[src/hdl/rsf_pkg.sv]
// Purpose: shared constants, types and encoders for regulator control
// Assumes: APB register map, 32-bit data, one system clock
// Notes:   set-point encoders return millivolts
package rsf_pkg;

	// =========================================================
	// modes
	typedef enum logic [1:0] {
		MODE_OFF,
		MODE_RUN,
		MODE_STANDBY,
		MODE_SLEEP
	} rsf_mode_t;

	// =========================================================
	// register map
	localparam int unsigned ADDR_W       = 8;
	localparam int unsigned DATA_W       = 32;
	localparam logic [7:0]  OFS_CTRL     = 8'h00;
	localparam logic [7:0]  OFS_BUCK3    = 8'h04;
	localparam logic [7:0]  OFS_LR1      = 8'h08;
	localparam logic [7:0]  OFS_LR3      = 8'h0C;
	localparam logic [7:0]  OFS_INT_STAT = 8'h10;
	localparam logic [7:0]  OFS_INT_MASK = 8'h14;
	localparam logic [7:0]  OFS_STATE    = 8'h18;

	// =========================================================
	// fields
	localparam int unsigned NUM_LR       = 2;
	localparam int unsigned SPE_BIT      = 0;
	localparam int unsigned B3_W         = 6;
	localparam int unsigned B3_STBY_LSB  = 8;
	localparam int unsigned B3_SLP_LSB   = 16;
	localparam int unsigned CFG_W        = 12;
	localparam int unsigned CFG_SP_W     = 5;
	localparam int unsigned CFG_EN       = 8;
	localparam int unsigned CFG_STBY     = 9;
	localparam int unsigned CFG_SLEEP    = 10;
	localparam int unsigned CFG_LP       = 11;
	localparam logic [11:0] CFG_RST      = 12'h000;
	localparam logic [11:0] CFG_WMASK    = 12'hF1F;
	localparam int unsigned ST_ACT_LSB   = 4;
	localparam int unsigned ST_FULL_LSB  = 8;

	// =========================================================
	// set-point encoding, millivolts
	localparam int unsigned MV_W         = 12;
	localparam logic [11:0] B3_BASE_MV   = 12'h708;
	localparam logic [11:0] B3_STEP_MV   = 12'h064;
	localparam logic [11:0] LR_LO_BASE   = 12'h2EE;
	localparam logic [11:0] LR_LO_STEP   = 12'h032;
	localparam logic [11:0] LR_HI_BASE   = 12'h708;
	localparam logic [11:0] LR_HI_STEP   = 12'h064;

	// =========================================================
	// debounce
	localparam int unsigned DB_W             = 16;
	localparam logic [15:0] DEBOUNCE_CYC_DEF = 16'h03E8;

	function automatic logic [11:0] buck3_code_mv(input logic [3:0] c);
		return B3_BASE_MV + B3_STEP_MV * {8'h00, c};
	endfunction

	function automatic logic [11:0] lr_code_mv(input logic [4:0] c);
		if (c[4]) begin
			return LR_HI_BASE + LR_HI_STEP * {8'h00, c[3:0]};
		end
		return LR_LO_BASE + LR_LO_STEP * {8'h00, c[3:0]};
	endfunction

endpackage

[src/hdl/rsf_lr_if.sv]
// Purpose: link between register block and one linear regulator control
// Assumes: single clock domain
// Notes:   ctl_side drives commands, reg_side returns state
`timescale 1ns/1ps
interface rsf_lr_if;
	import rsf_pkg::*;
	logic             wr;
	logic [CFG_W-1:0] wdata;
	rsf_mode_t        mode;
	logic             spe;
	logic             sc_raw;
	logic             otp_switch;
	logic [CFG_W-1:0] cfg;
	logic             evt;
	logic             active;
	logic             on;
	logic             low_power;
	logic             discharge;
	logic             full_on;
	logic [MV_W-1:0]  mv;

	modport ctl_side (
		output wr, wdata, mode, spe, sc_raw, otp_switch,
		input  cfg, evt, active, on, low_power, discharge, full_on, mv
	);
	modport reg_side (
		input  wr, wdata, mode, spe, sc_raw, otp_switch,
		output cfg, evt, active, on, low_power, discharge, full_on, mv
	);
endinterface

[src/hdl/rsf_linreg.sv]
// Purpose: control of one linear regulator (set point, modes, protection)
// Assumes: short detect input synchronous to i_clk_sys
// Notes:   protection clear of enable wins over a software write
`timescale 1ns/1ps
module rsf_linreg
	import rsf_pkg::*;
#(
	parameter logic [DB_W-1:0] DEBOUNCE_CYC = DEBOUNCE_CYC_DEF
) (
	input  wire logic   i_clk_sys,
	input  wire logic   i_rst,
	rsf_lr_if.reg_side  lr
);

	typedef struct packed {
		logic [CFG_W-1:0] cfg;
		logic [DB_W-1:0]  cnt;
		logic             active;
		logic             evt;
		logic             on;
		logic             lp;
		logic             dis;
		logic             full;
		logic [MV_W-1:0]  mv;
	} rsf_lr_state_t;

	localparam rsf_lr_state_t LR_RST = '{
		cfg: CFG_RST, cnt: '0, active: 1'b0, evt: 1'b0, on: 1'b0,
		lp: 1'b0, dis: 1'b1, full: 1'b0, mv: LR_LO_BASE
	};

	rsf_lr_state_t s_reg;
	rsf_lr_state_t s_next;
	logic          on_v;
	logic          lp_v;

	// =========================================================
	// next state
	always_comb begin
		s_next     = s_reg;
		s_next.evt = 1'b0;
		on_v       = 1'b0;
		lp_v       = 1'b0;
		if (!lr.sc_raw) begin
			s_next.cnt    = '0;
			s_next.active = 1'b0;
		end else if (!s_reg.active) begin
			if (s_reg.cnt == DEBOUNCE_CYC - 1'b1) begin
				s_next.evt    = 1'b1;
				s_next.active = 1'b1;
				s_next.cnt    = '0;
			end else begin
				s_next.cnt = s_reg.cnt + 1'b1;
			end
		end
		if (lr.wr) begin
			s_next.cfg = lr.wdata & CFG_WMASK;
		end
		if (s_reg.evt && lr.spe) begin
			s_next.cfg[CFG_EN] = 1'b0;
		end
		unique case (lr.mode)
			MODE_OFF:     on_v = 1'b0;
			MODE_RUN:     on_v = s_reg.cfg[CFG_EN];
			MODE_STANDBY: begin
				on_v = s_reg.cfg[CFG_EN] & s_reg.cfg[CFG_STBY];
				lp_v = s_reg.cfg[CFG_LP];
			end
			MODE_SLEEP:   begin
				on_v = s_reg.cfg[CFG_EN] & s_reg.cfg[CFG_SLEEP];
				lp_v = s_reg.cfg[CFG_LP];
			end
		endcase
		s_next.on   = on_v;
		s_next.lp   = on_v & lp_v;
		s_next.dis  = ~on_v;
		s_next.full = on_v & lr.otp_switch;
		s_next.mv   = lr_code_mv(s_reg.cfg[CFG_SP_W-1:0]);
	end

	always_ff @(posedge i_clk_sys or posedge i_rst) begin
		if (i_rst) begin
			s_reg <= LR_RST;
		end else begin
			s_reg <= s_next;
		end
	end

	assign lr.cfg       = s_reg.cfg;
	assign lr.evt       = s_reg.evt;
	assign lr.active    = s_reg.active;
	assign lr.on        = s_reg.on;
	assign lr.low_power = s_reg.lp;
	assign lr.discharge = s_reg.dis;
	assign lr.full_on   = s_reg.full;
	assign lr.mv        = s_reg.mv;
endmodule

[src/hdl/rsf_regctl.sv]
// Purpose: regulator set-point and fault control with APB registers
// Assumes: mode, otp and short detect inputs synchronous to i_clk_sys
// Notes:   APB answer in the access phase, no wait states
//
// Notes on behaviour
// - Leaving off mode for run copies the otp buck-three code to all three set points.
// - The buck-three set points ignore APB writes.
// - Buck-three code n gives 1800 mV plus 100 mV per step of its low four bits.
// - Linreg codes below 16 give 750 mV plus 50 mV steps, codes 16 and above give 1800 mV plus 100 mV steps.
// - A linreg that is not enabled has its discharge pulldown on.
// - With the switch bit set a linreg that is on has its pass device driven fully on.
// - A debounced short with protection on clears the enable and flags the fault together.
// - Each fault flag has a mask bit that keeps it off the interrupt.
// - A debounced short always sets the fault flag.
// - Protection enable resets to zero and changes only by software write.
// - With protection off a short never clears the enable.
// - A short must persist through the debounce interval before any action.
// - Linregs one and three are two instances of the same control module.
// - A linreg is on in run when enabled, in standby or sleep only with its mode bit.
//
// The register offsets and the APB slave port were chosen for this implementation.
`timescale 1ns/1ps
module rsf_regctl
	import rsf_pkg::*;
#(
	parameter logic [DB_W-1:0] DEBOUNCE_CYC = DEBOUNCE_CYC_DEF
) (
	input  wire logic                    i_clk_sys,
	input  wire logic                    i_rst,
	input  wire logic                    i_psel,
	input  wire logic                    i_penable,
	input  wire logic                    i_pwrite,
	input  wire logic [ADDR_W-1:0]       i_paddr,
	input  wire logic [DATA_W-1:0]       i_pwdata,
	output wire logic [DATA_W-1:0]       o_prdata,
	output wire logic                    o_pready,
	output wire logic                    o_pslverr,
	input  wire rsf_mode_t               i_pmic_mode,
	input  wire logic [B3_W-1:0]         i_otp_buck3_code,
	input  wire logic [NUM_LR-1:0]       i_otp_linreg13_switch_bit,
	input  wire logic [NUM_LR-1:0]       i_sc_detect,
	output wire logic [B3_W-1:0]         o_buck3_setpoint,
	output wire logic [MV_W-1:0]         o_buck3_mv,
	output wire logic                    o_irq,
	output wire logic [NUM_LR-1:0]       o_lr_on,
	output wire logic [NUM_LR-1:0]       o_lr_low_power,
	output wire logic [NUM_LR-1:0]       o_lr_discharge,
	output wire logic [NUM_LR-1:0]       o_lr_full_on,
	output wire logic [NUM_LR-1:0][MV_W-1:0] o_lr_mv
);

	// =========================================================
	// state
	typedef struct packed {
		rsf_mode_t         prev_mode;
		logic [B3_W-1:0]   b3_run;
		logic [B3_W-1:0]   b3_stby;
		logic [B3_W-1:0]   b3_slp;
		logic [B3_W-1:0]   b3_out;
		logic [MV_W-1:0]   b3_mv;
		logic              spe;
		logic [NUM_LR-1:0] stat;
		logic [NUM_LR-1:0] mask;
		logic              irq;
		logic              pready;
		logic [DATA_W-1:0] prdata;
		logic              pslverr;
	} rsf_top_state_t;

	localparam rsf_top_state_t TOP_RST = '{
		prev_mode: MODE_OFF, b3_run: '0, b3_stby: '0, b3_slp: '0,
		b3_out: '0, b3_mv: B3_BASE_MV, spe: 1'b0, stat: '0, mask: '0,
		irq: 1'b0, pready: 1'b0, prdata: '0, pslverr: 1'b0
	};

	rsf_top_state_t          s_reg;
	rsf_top_state_t          s_next;
	logic                    access;
	logic                    wr;
	logic                    start_load;
	logic [NUM_LR-1:0]       wr_lr;
	logic [NUM_LR-1:0]       w1c;
	logic [B3_W-1:0]         b3_sel;
	logic [NUM_LR-1:0][CFG_W-1:0] cfg_a;
	logic [NUM_LR-1:0]       evt_a;
	logic [NUM_LR-1:0]       act_a;

	// =========================================================
	// address decode
	function automatic logic addr_mapped(input logic [ADDR_W-1:0] a);
		return a == OFS_CTRL || a == OFS_BUCK3 || a == OFS_LR1 ||
			a == OFS_LR3 || a == OFS_INT_STAT || a == OFS_INT_MASK ||
			a == OFS_STATE;
	endfunction

	function automatic logic [DATA_W-1:0] rd_value(
		input logic [ADDR_W-1:0] a,
		input rsf_top_state_t    s
	);
		logic [DATA_W-1:0] d;
		d = '0;
		case (a)
			OFS_CTRL:     d[SPE_BIT] = s.spe;
			OFS_BUCK3:    begin
				d[B3_W-1:0]                     = s.b3_run;
				d[B3_STBY_LSB +: B3_W]          = s.b3_stby;
				d[B3_SLP_LSB +: B3_W]           = s.b3_slp;
			end
			OFS_LR1:      d[CFG_W-1:0] = cfg_a[0];
			OFS_LR3:      d[CFG_W-1:0] = cfg_a[1];
			OFS_INT_STAT: d[NUM_LR-1:0] = s.stat;
			OFS_INT_MASK: d[NUM_LR-1:0] = s.mask;
			OFS_STATE:    begin
				d[NUM_LR-1:0]              = o_lr_on;
				d[ST_ACT_LSB +: NUM_LR]    = act_a;
				d[ST_FULL_LSB +: NUM_LR]   = o_lr_full_on;
			end
			default:      d = '0;
		endcase
		return d;
	endfunction

	// =========================================================
	// next state
	always_comb begin
		s_next           = s_reg;
		s_next.prev_mode = i_pmic_mode;
		access     = i_psel & i_penable & s_reg.pready;
		wr         = access & i_pwrite;
		start_load = s_reg.prev_mode == MODE_OFF &&
			i_pmic_mode == MODE_RUN;
		wr_lr[0]   = wr && i_paddr == OFS_LR1;
		wr_lr[1]   = wr && i_paddr == OFS_LR3;
		w1c        = '0;

		if (start_load) begin
			s_next.b3_run  = i_otp_buck3_code;
			s_next.b3_stby = i_otp_buck3_code;
			s_next.b3_slp  = i_otp_buck3_code;
		end

		unique case (i_pmic_mode)
			MODE_OFF:     b3_sel = s_reg.b3_run;
			MODE_RUN:     b3_sel = s_reg.b3_run;
			MODE_STANDBY: b3_sel = s_reg.b3_stby;
			MODE_SLEEP:   b3_sel = s_reg.b3_slp;
		endcase
		s_next.b3_out = b3_sel;
		s_next.b3_mv  = buck3_code_mv(b3_sel[3:0]);

		// buck-three set points take no write path
		if (wr) begin
			if (i_paddr == OFS_CTRL) begin
				s_next.spe = i_pwdata[SPE_BIT];
			end
			if (i_paddr == OFS_INT_MASK) begin
				s_next.mask = i_pwdata[NUM_LR-1:0];
			end
			if (i_paddr == OFS_INT_STAT) begin
				w1c = i_pwdata[NUM_LR-1:0];
			end
		end

		// set wins over write-one-to-clear
		s_next.stat = (s_reg.stat & ~w1c) | evt_a;
		s_next.irq  = |(s_next.stat & ~s_next.mask);

		s_next.pready  = i_psel & ~i_penable;
		s_next.pslverr = i_psel & ~i_penable & ~addr_mapped(i_paddr);
		s_next.prdata  = '0;
		if (i_psel && !i_penable && !i_pwrite) begin
			s_next.prdata = rd_value(i_paddr, s_reg);
		end
	end

	always_ff @(posedge i_clk_sys or posedge i_rst) begin
		if (i_rst) begin
			s_reg <= TOP_RST;
		end else begin
			s_reg <= s_next;
		end
	end

	// =========================================================
	// linear regulators one and three
	rsf_lr_if lr_if [NUM_LR] ();

	genvar g;
	generate
		for (g = 0; g < NUM_LR; g++) begin : g_lr
			assign lr_if[g].wr         = wr_lr[g];
			assign lr_if[g].wdata      = i_pwdata[CFG_W-1:0];
			assign lr_if[g].mode       = i_pmic_mode;
			assign lr_if[g].spe        = s_reg.spe;
			assign lr_if[g].sc_raw     = i_sc_detect[g];
			assign lr_if[g].otp_switch = i_otp_linreg13_switch_bit[g];
			assign cfg_a[g]            = lr_if[g].cfg;
			assign evt_a[g]            = lr_if[g].evt;
			assign act_a[g]            = lr_if[g].active;
			assign o_lr_on[g]          = lr_if[g].on;
			assign o_lr_low_power[g]   = lr_if[g].low_power;
			assign o_lr_discharge[g]   = lr_if[g].discharge;
			assign o_lr_full_on[g]     = lr_if[g].full_on;
			assign o_lr_mv[g]          = lr_if[g].mv;

			rsf_linreg #(
				.DEBOUNCE_CYC (DEBOUNCE_CYC)
			) u_lr (
				.i_clk_sys (i_clk_sys),
				.i_rst     (i_rst),
				.lr        (lr_if[g])
			);
		end
	endgenerate

	// =========================================================
	// outputs
	assign o_prdata         = s_reg.prdata;
	assign o_pready         = s_reg.pready;
	assign o_pslverr        = s_reg.pslverr;
	assign o_buck3_setpoint = s_reg.b3_out;
	assign o_buck3_mv       = s_reg.b3_mv;
	assign o_irq            = s_reg.irq;
endmodule

[config.mk]
export PLATFORM = sky130hd
export DESIGN_NAME = rsf_regctl
export DESIGN_NICKNAME = d
export VERILOG_FILES = /design/src/hdl/rsf_pkg.sv /design/src/hdl/rsf_lr_if.sv /design/src/hdl/rsf_linreg.sv /design/src/hdl/rsf_regctl.sv
export SDC_FILE = /design/constraint.sdc
export NUM_CORES = 1
export LEC_CHECK = 0
export BUFFER_PORTS_ARGS = -buffer_cell sky130_fd_sc_hd__buf_2
export CORE_UTILIZATION = 60
export CTS_CLUSTER_SIZE = 8
export DETAILED_ROUTE_END_ITERATION = 16
export PLACE_DENSITY_LB_ADDON = 0.08
export SLEW_MARGIN = 15
export SYNTH_ARGS = -nofsm -noshare
export SYNTH_HDL_FRONTEND = slang
export SYNTH_SLANG_ARGS = --single-unit
[constraint.sdc]
create_clock -name i_clk_sys -period 8.3 [get_ports i_clk_sys]
set_input_delay 0 -clock i_clk_sys [delete_from_list [all_inputs] [get_ports i_clk_sys]]
set_output_delay 0 -clock i_clk_sys [all_outputs]
set_load 0.02 [all_outputs]
==> results_dict.tcl <==
set metrics [dict create \
    rsz0062_at_grt "no" \
    postLayoutCellArea_sq_um 8260 \
    area_growth_pct 11.5 \
    num_antenna_cells 0 \
    clkPwrFrac 0.410 \
    crit_path_max_fanout 8 \
    yosysSeqAreaShare 0.446 \
    p_int_mw 1.18 \
    grt_usage 0.251 \
    r2r-start "g_lr[0].u_lr.lr.cfg[1]$_DFFE_PP0P_" \
    async_reset_ff_frac 1.00 \
    end_kind "register" \
    ys.flop_type "dfrtp_1" \
    fmax_ghz 0.332 \
    avgViaCountPerCell 5.64 \
    synth-seq-cells 131 \
    worstMarginPinSlew_ns 0.994 \
    syn_area_sq_um 7410 \
    antenna_found_initial 0 \
    start_util 0.617 \
    ios 142 \
    grt_max_degree 68 \
    setup_tns_ns 0 \
    drv_cap 0 \
    clk_path_buf_depth 2 \
    grt_pass1_vias 5165 \
    htreeDepth 4 \
    avgSynthCellArea_sq_um 10.1 \
    coreArea_sq_um 12000 \
    fin_cells 953 \
    drive_above_1_share 0.233 \
    fin_hold_ws_ns 0.0677 \
    syn_inst 733 \
    drt_pass1_iterations 6 \
    final_nets 888 \
    drc 0 \
    grt_pass1_wl_mm 25.1 \
    crit_path_start "g_lr[0].u_lr.lr.cfg[1]$_DFFE_PP0P_" \
    die_y_um 113 \
    power_density_nw_per_um2 197 \
    cts_resized 0 \
    via_count 5376 \
    crit_required_ns 8.57 \
    die-width_um 113 \
    hpwl_mm 10.4 \
    place_area_sq_um 7430 \
    cts_tree "yes" \
    p_comb_frac 0.152 \
    switching_power_mw 0.453 \
    slew_headroom 0.335 \
    clock-sinks 131 \
    max-vdd-ir-drop_mv 0.155 \
    layout_setup_ws_ns 5.29 \
    routed_wl_mm 15.0 \
    r2r_cells 8 \
    slew_violations 0 \
    crit_arrival_ns 3.28 \
    cts_setup_buffers 0 \
    post-route-util 0.688 \
    swShare 0.278 \
    power.leakage_nw 3.93 \
    hold_buffers 30 \
    dieArea_sq_um 12800 \
    final.period_utilization 0.363 \
    gr-total-overflow 0 \
    worstSetupEndpoint "g_lr[0].u_lr.lr.mv[10]$_DFF_PP0_" \
    outcome "complete, no violations" \
    gp_congestion 0.896 \
    hold_viol_final 0 \
    io_buffers 100 \
    reg2reg_to "g_lr[0].u_lr.lr.mv[10]$_DFF_PP0_" \
    ys_types 71 \
    finClkSkew_ns 0.00606 \
    power_mw 1.63 \
    min_period_ns 3.01 \
    dp.cells 891 \
    path_clk_slew_ns 0.06 \
    largest_register_ffs 32 \
    setup_viol 0 \
    clk_latency_ns 0.42 \
    worstHoldPathType "in -> reg" \
    drtAntennaViolNets 0 \
    seqPwrFrac 0.439 \
    ys.warnings.count 0 \
    post_drt_wl_per_cell_um 15.7 \
    synth_edf_count 0 \
    nFillCells 924 \
    cts_buffers 17 \
    start_kind "register" \
    regToRegSetupSlack_ns 5.29 \
    drt_iter0_drc 380 \
    pre_cts_ws_ns 5.30 \
    crit_type "reg -> reg" \
    clock-root-buffer "clkbuf_16" \
    num_rows 40 \
]
critical path, stage by stage (launching register included):
cell       delay (ns)
dfrtp_1          0.47
inv_1            0.13
ha_1             0.32
ha_1             0.25
fa_1             0.41
xor2_1           0.26
a2111oi_0        0.70
o21ba_2          0.21
o221ai_1         0.11
cells in the mapped netlist, drive strengths merged, types with 4 or more instances:
| master | count | area (sq um) |
|---|---|---|
| and4 | 5 | 43.8 |
| a21boi | 7 | 52.6 |
| ha | 35 | 438 |
| o22ai | 5 | 31.3 |
| or4 | 6 | 52.6 |
| xor2 | 13 | 114 |
| and2 | 15 | 93.8 |
| nand4 | 11 | 68.8 |
| a21oi | 32 | 160 |
| mux2 | 20 | 255 |
| and3 | 8 | 50.1 |
| inv | 24 | 90.1 |
| nand2b | 8 | 50.1 |
| a21o | 6 | 45.0 |
| a22o | 8 | 70.1 |
| nand2 | 67 | 259 |
| nand3 | 19 | 95.1 |
| nor4 | 5 | 46.3 |
| dfrtp | 111 | 2780 |
| nor2b | 10 | 62.6 |
| nor3b | 4 | 30.0 |
| xnor2 | 19 | 166 |
| o21a | 4 | 30.0 |
| nor2 | 39 | 149 |
| clkbuf | 18 | 68.8 |
| buf | 89 | 669 |
| a22oi | 7 | 52.6 |
| a31oi | 16 | 100 |
| o21ai | 33 | 165 |
| mux2i | 9 | 90.1 |
| nor3 | 16 | 96.4 |
| dfstp | 20 | 526 |
| or3 | 6 | 37.5 |
power groups by stage:
stage / clock (mW) / sequential [mW] / combinational, mW
after floorplan: 0 / 0.719 / 0.221
after global placement: 0 / 0.725 / 0.230
after detailed placement: 0 / 0.726 / 0.236
after CTS: 0.679 / 0.715 / 0.249
after global routing: 0.705 / 0.721 / 0.274
final: 0.668 / 0.715 / 0.248
layout by cell type (no fill, tap or decap), types with 11 or more instances in the layout:
master         count
dfrtp_1          111
buf_2            100
nand2_1           66
nor2_1            38
ha_1              35
o21ai_0           33
a21oi_1           32
dlygate4sd3_1     30
inv_1             23
dfstp_2           20
nand3_1           19
xnor2_1           19
conb_1            18
clkbuf_16         17
a31oi_1           16
and2_1            15
nor3_1            14
xor2_1            13
mux2_2            12
nand4_1           11
worst min-delay path by stage:
stage | start | endpoint | cells past startpoint
after global routing | i_paddr[3] | o_prdata[0]$_DFF_PP0_ | 3
after detailed placement | i_pmic_mode[1] | s_reg[77]$_DFF_PP0_ | 1
final | i_paddr[3] | o_prdata[0]$_DFF_PP0_ | 3
after CTS | i_paddr[3] | o_prdata[0]$_DFF_PP0_ | 3
after floorplan | i_pmic_mode[0] | s_reg[76]$_DFF_PP0_ | 0
after global placement | i_rst | g_lr[1].u_lr.s_reg[32]$_DFFE_PP0P_ | 2
logic make-up (layout without fill, tap and decap cells):
family / after synthesis / after routing / synth area share
AO/OA/AOI/OAI: 143 / 143 / 0.125
XOR/XNOR: 32 / 32 / 0.0378
adder cells (fa/ha/maj): 38 / 38 / 0.0672
buffers and inverters: 131 / 187 / 0.112
flip-flops: 131 / 131 / 0.446
multiplexers: 30 / 30 / 0.0496
other: 1 / 18 / 0.000506
AND/OR/NAND/NOR: 227 / 227 / 0.162
metal layers:
metal | up-vias | share of wire | GRT usage | wire length, um
li1 | 2599 | - | - | -
met1 | 2594 | 0.43 | 0.326 | 6490
met2 | 165 | 0.50 | 0.419 | 7520
met3 | 18 | 0.046 | 0.0471 | 694
met4 | 0 | 0.019 | 0.0965 | 283
met5 | - | 0 | 0 | 0
layout make-up:
class / count / area (sq um) / share of cell area
clock inverter: 12 / 85.1 / 0.0103
clock buffer: 20 / 447 / 0.0541
sequential: 131 / 3300 / 0.400
inverter: 24 / 92.6 / 0.0112
timing repair buffer: 131 / 808 / 0.0978
multi-input combinational: 488 / 3340 / 0.405
tap: 147 / 184 / 0.0223
(Power assumes the default switching activity.)
